--- config.mk ---
export PLATFORM = sky130hd
export DESIGN_NAME = vomep_top
export DESIGN_NICKNAME = d
export VERILOG_FILES = /design/src/logic/vomep_pkg.sv /design/src/logic/vomep_top.sv /design/src/logic/vomep_elem_class.sv
export SDC_FILE = /design/constraint.sdc
export NUM_CORES = 1
export LEC_CHECK = 0
export ABC_AREA = 1
export BUFFER_PORTS_ARGS = -buffer_cell sky130_fd_sc_hd__buf_2
export CAP_MARGIN = 40
export CELL_PAD_IN_SITES_DETAIL_PLACEMENT = 0
export CELL_PAD_IN_SITES_GLOBAL_PLACEMENT = 2
export CORE_ASPECT_RATIO = 1.1
export CORE_MARGIN = 5
export CORE_UTILIZATION = 40
export DETAILED_ROUTE_END_ITERATION = 12
export GPL_TIMING_DRIVEN = 0
export HOLD_SLACK_MARGIN = 0.02
export PLACE_DENSITY = 0.95
export REMOVE_ABC_BUFFERS = 1
export SLEW_MARGIN = 10
export SYNTH_ARGS = -nofsm -noshare
export SYNTH_HDL_FRONTEND = slang
export SYNTH_SLANG_ARGS = --single-unit
--- constraint.sdc ---
create_clock -name pclk -period 9.3 [get_ports pclk]
set_input_delay 0.465 -clock pclk [delete_from_list [all_inputs] [get_ports pclk]]
set_output_delay 0.465 -clock pclk [all_outputs]
set_load 0.05 [all_outputs]
--- src/logic/vomep_pkg.sv ---
// Package with register map, field positions and encodings of the operand policy block
// What this block does
// [RULE1] Scalar operands come from immediate, x, f or vector element 0.
// [RULE2] By default each operand uses element width SEW and group multiplier LMUL.
// [RULE3] Widening doubles destination width and group; narrowing doubles the wide source.
// [RULE4] Groups are named by their lowest register; misaligned names are reserved.
// [RULE5] Reading one register at two element widths is reserved; mask source is width one. Checked only between vs1 and vs2, not against the v0 mask.
// [RULE6] Destination-source overlap legal only in the three listed width and position cases.
// [RULE7] Overlap with differing widths forces mask- and tail-agnostic handling.
// [RULE8] Any operand group needing more than 8 registers is reserved.
// [RULE9] Widened scalars live in element 0 of a single register.
// [RULE10] Masked-off elements never raise exceptions; handled per mask-agnostic bit.
// [RULE11] The controlling mask always comes from register v0.
// [RULE12] Masked instruction whose vector destination overlaps v0 is reserved, with two exemptions.
// [RULE13] Mask destinations are always tail-agnostic.
// [RULE14] Instruction bit 25 clear means masked by v0, set means unmasked.
// [RULE15] Prestart elements neither trap nor get written.
// [RULE16] Active body elements are computed, written and may trap.
// [RULE17] Inactive body elements do not trap; kept, or all ones when mask-agnostic.
// [RULE18] Tail elements do not trap; kept, all ones, or mask result when tail-agnostic.
// [RULE19] Tail runs from vl up to the larger of VLMAX and VLEN/SEW.
// [RULE20] With vstart at or above vl no destination element is written.
// [RULE21] Scalar x or f results are written even when vstart is at or above vl.
// [RULE22] Source reads with index above VLMAX return zero.
// [RULE23] Reserved encodings are flagged illegal and perform no element updates.
package vomep_pkg;
    localparam logic [7:0] ADDR_VTYPE = 8'h00;
    localparam logic [7:0] ADDR_VL = 8'h04;
    localparam logic [7:0] ADDR_VSTART = 8'h08;
    localparam logic [7:0] ADDR_INST = 8'h0C;
    localparam logic [7:0] ADDR_OPCL = 8'h10;
    localparam logic [7:0] ADDR_MASK = 8'h14;
    localparam logic [7:0] ADDR_ELEM = 8'h18;
    localparam logic [7:0] ADDR_STAT = 8'h1C;
    localparam logic [7:0] ADDR_GEOM = 8'h20;
    // Configuration word fields
    localparam int VT_LMUL_LSB = 0;
    localparam int VT_SEW_LSB = 3;
    localparam int VT_VTA = 6;
    localparam int VT_VMA = 7;
    // Instruction word fields
    localparam int IN_VD_LSB = 7;
    localparam int IN_F3_LSB = 12;
    localparam int IN_VS1_LSB = 15;
    localparam int IN_VS2_LSB = 20;
    localparam int IN_VM = 25;
    // Operation class fields
    localparam int OC_KIND_LSB = 0;
    localparam int OC_MDST = 2;
    localparam int OC_RED = 3;
    localparam int OC_XFW = 4;
    localparam int OC_US1 = 5;
    localparam int OC_US2 = 6;
    localparam int OC_S1MSK = 7;
    localparam int OC_MLD = 8;
    localparam logic [1:0] KIND_NORM = 2'h0;
    localparam logic [1:0] KIND_WIDE = 2'h1;
    localparam logic [1:0] KIND_NARR = 2'h2;
    // Scalar source kinds
    localparam logic [1:0] SRC_VEC0 = 2'h0;
    localparam logic [1:0] SRC_IMM = 2'h1;
    localparam logic [1:0] SRC_XREG = 2'h2;
    localparam logic [1:0] SRC_FREG = 2'h3;
    // Element classes
    localparam logic [1:0] CLS_PRE = 2'h0;
    localparam logic [1:0] CLS_ACT = 2'h1;
    localparam logic [1:0] CLS_INACT = 2'h2;
    localparam logic [1:0] CLS_TAIL = 2'h3;
    // Reset values
    localparam logic [7:0] VTYPE_RST = 8'h00;
    localparam logic [15:0] VL_RST = 16'h0000;
    localparam logic [15:0] VSTART_RST = 16'h0000;
    localparam logic [31:0] INST_RST = 32'h0200_0000;
    localparam logic [8:0] OPCL_RST = 9'h000;
    localparam logic [31:0] MASK_RST = 32'h0000_0000;
    localparam int MAX_GROUP_LOG = 3;
    typedef enum logic [1:0] {
        ST_IDLE = 2'b01,
        ST_ACC = 2'b10
    } vomep_st_type;
endpackage

--- src/logic/vomep_top.sv ---
// Vector operand legality checker and element policy unit with APB access
//
// The register addresses and register access over APB were chosen for this implementation.
`timescale 1ns/1ns
module vomep_top
    import vomep_pkg::*;
#(
    parameter int VLEN = 128,
    parameter int IW = 16
) (
    input wire logic pclk,
    input wire logic presetn,
    input wire logic psel,
    input wire logic penable,
    input wire logic pwrite,
    input wire logic [7:0] paddr,
    input wire logic [31:0] pwdata,
    output logic [31:0] prdata,
    output logic pready,
    output logic pslverr,
    output logic illegal_pulse,
    output logic scalar_we
);
    localparam int VLEN_LOG = $clog2(VLEN);

    typedef struct packed {
        vomep_st_type st;
        logic [7:0] vtype;
        logic [IW-1:0] vl;
        logic [IW-1:0] vstart;
        logic [31:0] inst;
        logic [8:0] opcl;
        logic [31:0] mask;
        logic [IW-1:0] idx;
        logic chk;
        logic pready;
        logic pslverr;
        logic [31:0] prdata;
        logic illegal;
        logic scalar_we;
    } vomep_state_type;

    vomep_state_type state_reg;
    vomep_state_type state_next;

    // Signed log2 of the group multiplier; code 4 maps to -4, reserved
    function automatic logic signed [3:0] lmul_log(input logic [2:0] c);
        return $signed({c[2], c});
    endfunction

    // Registers spanned by a group of the given log2 multiplier
    function automatic logic [4:0] nregs(input logic signed [3:0] l);
        logic [4:0] n;
        n = 5'd1;
        if (l > 4'sd0) begin
            n = 5'd1 << l[1:0];
        end
        return n;
    endfunction

    // Base register is a multiple of the group size
    function automatic logic aligned(input logic [4:0] r,
                                     input logic [4:0] n);
        return (r & (n - 5'd1)) == 5'd0;
    endfunction

    // Two register groups share at least one register
    function automatic logic overlap(input logic [4:0] a,
                                     input logic [4:0] na,
                                     input logic [4:0] b,
                                     input logic [4:0] nb);
        return ({1'b0, a} < ({1'b0, b} + {1'b0, nb}))
            && ({1'b0, b} < ({1'b0, a} + {1'b0, na}));
    endfunction

    // Overlap of destination and one source meets the width and position
    // cases; element widths are log2, mask elements count as zero
    function automatic logic ovl_ok(input logic [4:0] d,
                                    input logic [4:0] nd,
                                    input logic signed [4:0] de,
                                    input logic [4:0] s,
                                    input logic [4:0] ns,
                                    input logic signed [4:0] se,
                                    input logic signed [3:0] sl);
        logic ok;
        ok = 1'b1;
        if (overlap(d, nd, s, ns)) begin
            if (de < se) begin
                ok = (d == s);
            end else if (de > se) begin
                ok = (sl >= 4'sd0)
                    && (({1'b0, s} + {1'b0, ns}) == ({1'b0, d} + {1'b0, nd}));
            end
        end
        return ok;
    endfunction

    // Field extraction
    logic [2:0] lmul_code;
    logic [2:0] sew_code;
    logic [4:0] vd;
    logic [4:0] vs1;
    logic [4:0] vs2;
    logic [2:0] f3;
    logic vm;
    logic [1:0] kind;
    logic mdst;
    logic red;
    logic xfw;
    logic us1;
    logic us2;
    logic s1msk;
    logic mask_prod;

    assign lmul_code = state_reg.vtype[VT_LMUL_LSB +: 3];
    assign sew_code = state_reg.vtype[VT_SEW_LSB +: 3];
    assign vd = state_reg.inst[IN_VD_LSB +: 5];
    assign vs1 = state_reg.inst[IN_VS1_LSB +: 5];
    assign vs2 = state_reg.inst[IN_VS2_LSB +: 5];
    assign f3 = state_reg.inst[IN_F3_LSB +: 3];
    assign vm = state_reg.inst[IN_VM]; // RULE14
    assign kind = state_reg.opcl[OC_KIND_LSB +: 2];
    assign mdst = state_reg.opcl[OC_MDST];
    assign red = state_reg.opcl[OC_RED];
    assign xfw = state_reg.opcl[OC_XFW];
    assign s1msk = state_reg.opcl[OC_S1MSK];
    // A vector first source exists only for vector-vector forms
    assign us1 = state_reg.opcl[OC_US1] & (f3 <= 3'd2);
    assign us2 = state_reg.opcl[OC_US2];
    assign mask_prod = mdst & ~state_reg.opcl[OC_MLD]; // RULE18

    // Scalar operand source follows the operand category
    logic [1:0] src_kind;
    always_comb begin
        case (f3)
            3'd3: src_kind = SRC_IMM; // RULE1
            3'd4: src_kind = SRC_XREG;
            3'd6: src_kind = SRC_XREG;
            3'd5: src_kind = SRC_FREG;
            default: src_kind = SRC_VEC0;
        endcase
    end

    // Effective widths and multipliers per operand
    logic signed [3:0] base_l;
    logic signed [4:0] sew_l;
    logic signed [3:0] d_l;
    logic signed [3:0] s1_l;
    logic signed [3:0] s2_l;
    logic signed [4:0] d_e;
    logic signed [4:0] s1_e;
    logic signed [4:0] s2_e;

    always_comb begin
        base_l = lmul_log(lmul_code);
        sew_l = $signed({2'b00, sew_code}) + 5'sd3;
        // Defaults: width SEW and multiplier LMUL
        d_l = base_l; // RULE2
        s1_l = base_l;
        s2_l = base_l;
        d_e = sew_l;
        s1_e = sew_l;
        s2_e = sew_l;
        if (kind == KIND_WIDE) begin
            d_l = base_l + 4'sd1; // RULE3
            d_e = sew_l + 5'sd1;
        end else if (kind == KIND_NARR) begin
            s2_l = base_l + 4'sd1; // RULE3
            s2_e = sew_l + 5'sd1;
        end
        // Reduction scalars sit in one register
        if (red) begin
            d_l = 4'sd0; // RULE9
            s1_l = 4'sd0;
            s1_e = d_e;
        end
        if (mdst) begin
            d_l = 4'sd0;
            d_e = 5'sd0;
        end
        if (s1msk) begin
            s1_l = 4'sd0;
            s1_e = 5'sd0; // RULE5
        end
    end

    logic [4:0] nd;
    logic [4:0] n1;
    logic [4:0] n2;
    assign nd = nregs(d_l);
    assign n1 = nregs(s1_l);
    assign n2 = nregs(s2_l);

    // Vector destination exists unless the result goes to x or f
    logic vdst;
    assign vdst = ~xfw; // RULE1

    // Reserved encoding checks
    logic bad_cfg;
    logic bad_size;
    logic bad_align;
    logic bad_eew;
    logic bad_ovl;
    logic bad_v0;
    logic diff_ovl;
    logic illegal;

    assign bad_cfg = (lmul_code == 3'd4) | (sew_code > 3'd3);
    assign bad_size = (d_l > 4'sd3) | (s1_l > 4'sd3)
        | (s2_l > 4'sd3); // RULE8
    assign bad_align = (vdst & ~aligned(vd, nd))
        | (us1 & ~aligned(vs1, n1))
        | (us2 & ~aligned(vs2, n2)); // RULE4
    assign bad_eew = us1 & us2 & overlap(vs1, n1, vs2, n2)
        & (s1_e != s2_e); // RULE5
    assign bad_ovl = vdst & ((us1 & ~ovl_ok(vd, nd, d_e, vs1, n1, s1_e, s1_l))
        | (us2 & ~ovl_ok(vd, nd, d_e, vs2, n2, s2_e, s2_l))); // RULE6
    // Controlling mask lives in v0; a masked vector destination may not cover it unless it is a mask or reduction result
    assign bad_v0 = ~vm & vdst & (vd == 5'd0) & ~mdst & ~red; // RULE11 RULE12
    assign diff_ovl = vdst & ((us1 & overlap(vd, nd, vs1, n1) & (d_e != s1_e))
        | (us2 & overlap(vd, nd, vs2, n2) & (d_e != s2_e)));
    assign illegal = bad_cfg | bad_size | bad_align | bad_eew
        | bad_ovl | bad_v0; // RULE23

    // Effective agnostic policies
    logic ma_eff;
    logic ta_eff;
    assign ma_eff = state_reg.vtype[VT_VMA] | diff_ovl; // RULE7
    assign ta_eff = state_reg.vtype[VT_VTA] | diff_ovl | mdst; // RULE7 RULE13

    // VLMAX and tail end; fractional groups can run below zero
    logic signed [5:0] vlmax_l;
    logic [IW:0] vlmax;
    logic [IW:0] per_reg;
    logic [IW:0] tail_end;
    always_comb begin
        vlmax_l = 6'(VLEN_LOG) - {sew_l[4], sew_l} + 6'(base_l);
        vlmax = '0;
        if (vlmax_l >= 6'sd0) begin
            vlmax = (IW + 1)'(1) << vlmax_l[4:0];
        end
        per_reg = (IW + 1)'(VLEN) >> sew_l[2:0];
        // Tail reaches the whole register when LMUL is below one
        tail_end = (vlmax > per_reg) ? vlmax : per_reg; // RULE19
    end

    // Mask bit for the queried element, v0 window of 32 elements
    logic mask_on;
    assign mask_on = vm | state_reg.mask[state_reg.idx[4:0]]; // RULE14

    logic [1:0] cls;
    logic wr_res;
    logic wr_ones;
    logic exc_ok;
    logic src_zero;

    vomep_elem_class #(
        .IW(IW)
    ) u_class (
        .idx(state_reg.idx),
        .vstart(state_reg.vstart),
        .vl(state_reg.vl),
        .vlmax(vlmax),
        .tail_end(tail_end),
        .mask_on(mask_on),
        .ma_eff(ma_eff),
        .ta_eff(ta_eff),
        .mask_prod(mask_prod),
        .illegal(illegal),
        .cls(cls),
        .wr_res(wr_res),
        .wr_ones(wr_ones),
        .exc_ok(exc_ok),
        .src_zero(src_zero)
    );

    // Read mux and address decode
    logic hit;
    logic [31:0] rd_val;
    always_comb begin
        hit = 1'b1;
        rd_val = 32'h0000_0000;
        case (paddr)
            ADDR_VTYPE: rd_val[7:0] = state_reg.vtype;
            ADDR_VL: rd_val[IW-1:0] = state_reg.vl;
            ADDR_VSTART: rd_val[IW-1:0] = state_reg.vstart;
            ADDR_INST: rd_val = state_reg.inst;
            ADDR_OPCL: rd_val[8:0] = state_reg.opcl;
            ADDR_MASK: rd_val = state_reg.mask;
            ADDR_ELEM: rd_val[IW-1:0] = state_reg.idx;
            ADDR_STAT: begin
                rd_val[0] = illegal;
                rd_val[1] = xfw & ~illegal; // RULE21
                rd_val[2] = state_reg.vstart < state_reg.vl;
                rd_val[4:3] = cls;
                rd_val[5] = wr_res;
                rd_val[6] = wr_ones;
                rd_val[7] = exc_ok;
                rd_val[8] = src_zero;
                rd_val[9] = ma_eff;
                rd_val[10] = ta_eff;
                rd_val[12:11] = src_kind;
                rd_val[13] = diff_ovl;
            end
            ADDR_GEOM: begin
                rd_val[4:0] = nd;
                rd_val[9:5] = n1;
                rd_val[14:10] = n2;
                rd_val[31:15] = vlmax;
            end
            default: hit = 1'b0;
        endcase
    end

    // Next state: bus handshake, register writes, illegal pulse
    always_comb begin
        state_next = state_reg;
        state_next.chk = 1'b0;
        state_next.illegal = state_reg.chk & illegal; // RULE23
        state_next.scalar_we = xfw & ~illegal; // RULE21
        case (state_reg.st)
            ST_IDLE: begin
                state_next.pready = 1'b0;
                state_next.pslverr = 1'b0;
                if (psel && !penable) begin
                    // Answer is prepared in setup so access ends at once
                    state_next.st = ST_ACC;
                    state_next.pready = 1'b1;
                    state_next.pslverr = ~hit;
                    state_next.prdata = pwrite ? 32'h0000_0000 : rd_val;
                end
            end
            ST_ACC: begin
                if (psel && penable) begin
                    state_next.st = ST_IDLE;
                    state_next.pready = 1'b0;
                    state_next.pslverr = 1'b0;
                    state_next.prdata = 32'h0000_0000;
                    if (pwrite) begin
                        case (paddr)
                            ADDR_VTYPE: state_next.vtype = pwdata[7:0];
                            ADDR_VL: state_next.vl = pwdata[IW-1:0];
                            ADDR_VSTART: state_next.vstart = pwdata[IW-1:0];
                            ADDR_INST: begin
                                state_next.inst = pwdata;
                                state_next.chk = 1'b1;
                            end
                            ADDR_OPCL: state_next.opcl = pwdata[8:0];
                            ADDR_MASK: state_next.mask = pwdata;
                            ADDR_ELEM: state_next.idx = pwdata[IW-1:0];
                            default: state_next.chk = 1'b0;
                        endcase
                    end
                end else begin
                    // Master dropped the transfer; return to idle
                    state_next.st = ST_IDLE;
                    state_next.pready = 1'b0;
                    state_next.pslverr = 1'b0;
                    state_next.prdata = 32'h0000_0000;
                end
            end
            default: begin
                state_next.st = ST_IDLE;
                state_next.pready = 1'b0;
            end
        endcase
    end

    // State register
    always_ff @(posedge pclk or negedge presetn) begin
        if (!presetn) begin
            state_reg.st <= ST_IDLE;
            state_reg.vtype <= VTYPE_RST;
            state_reg.vl <= VL_RST;
            state_reg.vstart <= VSTART_RST;
            state_reg.inst <= INST_RST;
            state_reg.opcl <= OPCL_RST;
            state_reg.mask <= MASK_RST;
            state_reg.idx <= '0;
            state_reg.chk <= 1'b0;
            state_reg.pready <= 1'b0;
            state_reg.pslverr <= 1'b0;
            state_reg.prdata <= 32'h0000_0000;
            state_reg.illegal <= 1'b0;
            state_reg.scalar_we <= 1'b0;
        end else begin
            state_reg <= state_next;
        end
    end

    // Outputs straight from flops
    assign prdata = state_reg.prdata;
    assign pready = state_reg.pready;
    assign pslverr = state_reg.pslverr;
    assign illegal_pulse = state_reg.illegal;
    assign scalar_we = state_reg.scalar_we;
endmodule

--- src/logic/vomep_elem_class.sv ---
// Element classifier: prestart, active, inactive, tail and write policy
`timescale 1ns/1ns
module vomep_elem_class
    import vomep_pkg::*;
#(
    parameter int IW = 16
) (
    input wire logic [IW-1:0] idx,
    input wire logic [IW-1:0] vstart,
    input wire logic [IW-1:0] vl,
    input wire logic [IW:0] vlmax,
    input wire logic [IW:0] tail_end,
    input wire logic mask_on,
    input wire logic ma_eff,
    input wire logic ta_eff,
    input wire logic mask_prod,
    input wire logic illegal,
    output logic [1:0] cls,
    output logic wr_res,
    output logic wr_ones,
    output logic exc_ok,
    output logic src_zero
);
    logic pre;
    logic body;
    logic tail;
    logic frozen;

    // Index partition against vstart, vl and tail end
    assign pre = idx < vstart; // RULE15
    assign body = (idx >= vstart) && (idx < vl);
    assign tail = (idx >= vl) && ({1'b0, idx} < tail_end); // RULE19
    // Nothing is written once vstart reaches vl or the encoding is reserved
    assign frozen = (vstart >= vl) | illegal; // RULE20 RULE23

    always_comb begin
        if (pre) begin
            cls = CLS_PRE;
        end else if (body && mask_on) begin
            cls = CLS_ACT; // RULE16
        end else if (body) begin
            cls = CLS_INACT; // RULE17
        end else begin
            cls = CLS_TAIL; // RULE18
        end
    end

    // Agnostic elements are filled, never left to chance, to stay repeatable
    assign wr_res = ~frozen & ((body & mask_on) | (tail & ta_eff & mask_prod));
    assign wr_ones = ~frozen & ((body & ~mask_on & ma_eff)
        | (tail & ta_eff & ~mask_prod)); // RULE17 RULE18
    // Only active body elements may trap
    assign exc_ok = ~illegal & body & mask_on; // RULE10 RULE16
    assign src_zero = {1'b0, idx} > vlmax; // RULE22
endmodule

==> impl_results.md <==
* Layout cells sized above 1 at 10.75%
* N_diodes at 0
* Synth Instances at 1732
* Routed WL per cell at 20.76 um
* Top FF cell, synth: dfrtp_1
* Final Net Count at 1965
* Post-Layout Cell Count at 2202
* Period Utilization, post-route at 63.51%
* Relative slew slack at 33.98%
* Clock skew at 0.01070 ns
* Worst-path clk slew at 0.08 ns
* CTS tree: built
* Post-synth ARST share at 100.0%
* Crit path largest cell delay at 0.60 ns
* Hold Fails Final Rpt at 0
* Avg Inst Size Synth at 7.547 um2
* Slew Limit Fails at 0
* PortBufs at 80
* Crit path kind: reg -> reg
* Fmax at 169.3 MHz
* CP dominant cell by count: nand2_1
* I/O pins at 81
* Max Cap Viol at 0
* Crit path launch type: flip-flop
* Routed Antenna Nets at 0
* Critical Path Fanout Max at 12
* Setup_tns at 0 ns
* P&R area growth vs syn at 10.17%
* Crit-path slowest cell: fa_1
* DIE WIDTH at 182.4 um
* Worst Tran Pin Value at 0.9903 ns
* Core Box Area at 32290 um2
* Vias at 12250
* Commonest non-fill, non-tap cells in the layout: nand2_1, inv_1, o21ai_0
* Post_cts resized at 0
* Synth Cell Area at 13070 um2
* H-tree Lvls at 4
* # DRC at 0
* Clk sinks at 168
* Die Span Y at 199.6 um
* #FFs+latches synth at 168
* Initial Util at 40.48%
* Outcome: completed
* Number of fill cells at 3358
* Pwr dens at 113.2 nW/um2
* GRT Total Usage at 25.06%
* Commonest non-fill, non-tap cell in the layout: nand2_1
* Leakage at 7.221 nW
* Critical path data required time at 9.69 ns
* Number of DRC markers in iteration 0 at 1065
* Reg area at 4207 um2
* Final min period at 5.907 ns
* Max reg flops at 118
* EDFF count, synth at 0
* Gpl congestion at 0.9677
* Vias per inst at 5.564
* Worst EP arrival at 6.30 ns
* Type of the most critical hold path: in -> reg
* Die area at 36400 um2
* GR Overflow Total at 0
* Drt total wl at 45720 um
* Num CTS Buffers at 17
* First-pass GRT wire length at 69830 um
* Worst vdd ir at 0.0001375 V
* Multi-input logic area at 7595 um2
* RSZ-0062 raised after global routing: false
* Placed cell count at 2169
* Distinct cell type count after synthesis at 55
* Seq/Total Area, Yosys at 32.18%
* Worst Setup End Kind: flip-flop
* Vias in the first global route at 11720
* Final HPWL from detailed placement at 36200 um
* Ys Warns at 0
* # Post-CTS Setup Buffers at 0
* Initial antenna violation count at 1
* Number of cell rows at 69
* DR pass1 iterations at 6
* CTS max path bufs at 2
* Clk root buf: clkbuf_16
* Final setup violation count at 0
* Clock Latency Late Sink at 0.45 ns
* Largest net degree at the start of global routing at 109
[through the flow]
| step | hold slack, ns | utilization, % | worst slack (ns) | power, mW | area, um2 |
|---|---|---|---|---|---|
| after detailed placement | 0.4311 | 42.73 | 3.490 | 0.9162 | 13800 |
| after CTS | 0.2440 | 44.60 | 3.476 | 1.643 | 14400 |
| after global placement | 0.4574 | 42.03 | 3.556 | 0.8989 | 13570 |
| after floorplan | 0.1694 | - | 4.704 | 0.8376 | 12640 |
| final | 0.2622 | 44.60 | 3.393 | 1.630 | 14400 |
| after global routing | 0.2829 | 44.60 | 2.913 | 1.691 | 14400 |
[worst paths after layout]
| check | start | to | cells past startpoint | slack (ns) |
|---|---|---|---|---|
| min in group asynchronous | presetn | state_reg[167] | 2 | 0.52 |
| worst max register to register | sew_code[0] | prdata[5] | 30 | 3.39 |
| max in group asynchronous | presetn | state_reg[91] | 3 | 7.85 |
| worst min register to register | pslverr | pslverr | 2 | 0.48 |
| worst min-delay path | pwdata[25] | state_reg[119] | 3 | 0.26 |
| worst max-delay path | sew_code[0] | prdata[5] | 30 | 3.39 |
[timing repair]
item	in CTS	in global routing
setup endpoints to repair	0	0
hold buffers	1	0
hold endpoints to repair	59	0
[per-layer routing]
layer	part of all wire (%)	track usage, %
met1	44	33.43
met2	47	41.45
met4	4.1	9.647
met5	0	0
met3	5.5	3.605
[final cells by class]
cell class | count | share of cell area, %
multi-input cells | 1253 | 52.74
flip-flops and latches | 168 | 29.21
inverters | 230 | 5.995
repair buffers | 93 | 4.240
well taps | 426 | 3.701
clock buffers | 18 | 3.050
clock inverters | 14 | 1.060
[synthesized netlist by cell type, types with 2 or more instances]
library cell | number | share of area (%)
o221ai_1 | 16 | 1.1
a21o_1 | 3 | 0.17
buf_2 | 4 | 0.15
a211oi_1 | 8 | 0.46
nor2_4 | 3 | 0.26
a221oi_1 | 19 | 1.3
dfstp_2 | 2 | 0.40
nor3_1 | 21 | 0.80
a2111oi_0 | 3 | 0.20
inv_2 | 13 | 0.37
nor2_1 | 119 | 3.4
o21a_1 | 3 | 0.17
fa_1 | 4 | 0.61
or2_1 | 2 | 0.096
nand3_2 | 7 | 0.54
nor2_2 | 10 | 0.48
o21ai_1 | 6 | 0.23
xor2_1 | 16 | 1.1
dfrtp_1 | 166 | 32
nor4_1 | 4 | 0.19
inv_1 | 213 | 6.1
nand3_4 | 3 | 0.40
nand3_1 | 51 | 2.0
o22ai_1 | 14 | 0.67
nand2_4 | 6 | 0.52
xnor2_1 | 12 | 0.80
o41ai_1 | 4 | 0.27
o21bai_1 | 5 | 0.29
a31oi_1 | 2 | 0.096
a22o_1 | 4 | 0.27
o211ai_1 | 11 | 0.63
o21ai_0 | 200 | 7.7
clkinv_1 | 4 | 0.11
buf_4 | 33 | 1.9
a32o_1 | 9 | 0.69
nand2_2 | 10 | 0.48
nand2_1 | 385 | 11
clkbuf_1 | 44 | 1.3
nand3b_1 | 7 | 0.40
o2111ai_1 | 6 | 0.40
nand4_1 | 28 | 1.3
a21oi_1 | 87 | 3.3
ha_1 | 153 | 15
[critical path: cells and delay by family (launching register included)]
family                     cells  cell delay (ns)
DFF                            1             0.52
AOI/OAI and AO/OA              8             1.11
buffers and inverters          6             0.98
adders and majority gates      4             1.66
and+or+nand+nor               12             1.56
[cells by family after synthesis]
family          Yosys count  synth area share [%]
simple gates            660                 22.26
xor+xnor                 28                 1.876
fa+ha+maj               157                 15.26
buf+inv                 311                 9.917
compound gates          408                 18.51
flops                   168                 32.18
[report_power, final]
part / leakage (nW) / total, mW / switching (mW) / internal, mW
combinational: 4.60 / 0.156 / 0.110 / 0.0468
sequential: 2.34 / 0.746 / 0.00624 / 0.740
clock: 0.286 / 0.728 / 0.360 / 0.368
total: 7.22 / 1.63 / 0.475 / 1.15
Power figures use the tool's default switching activity.
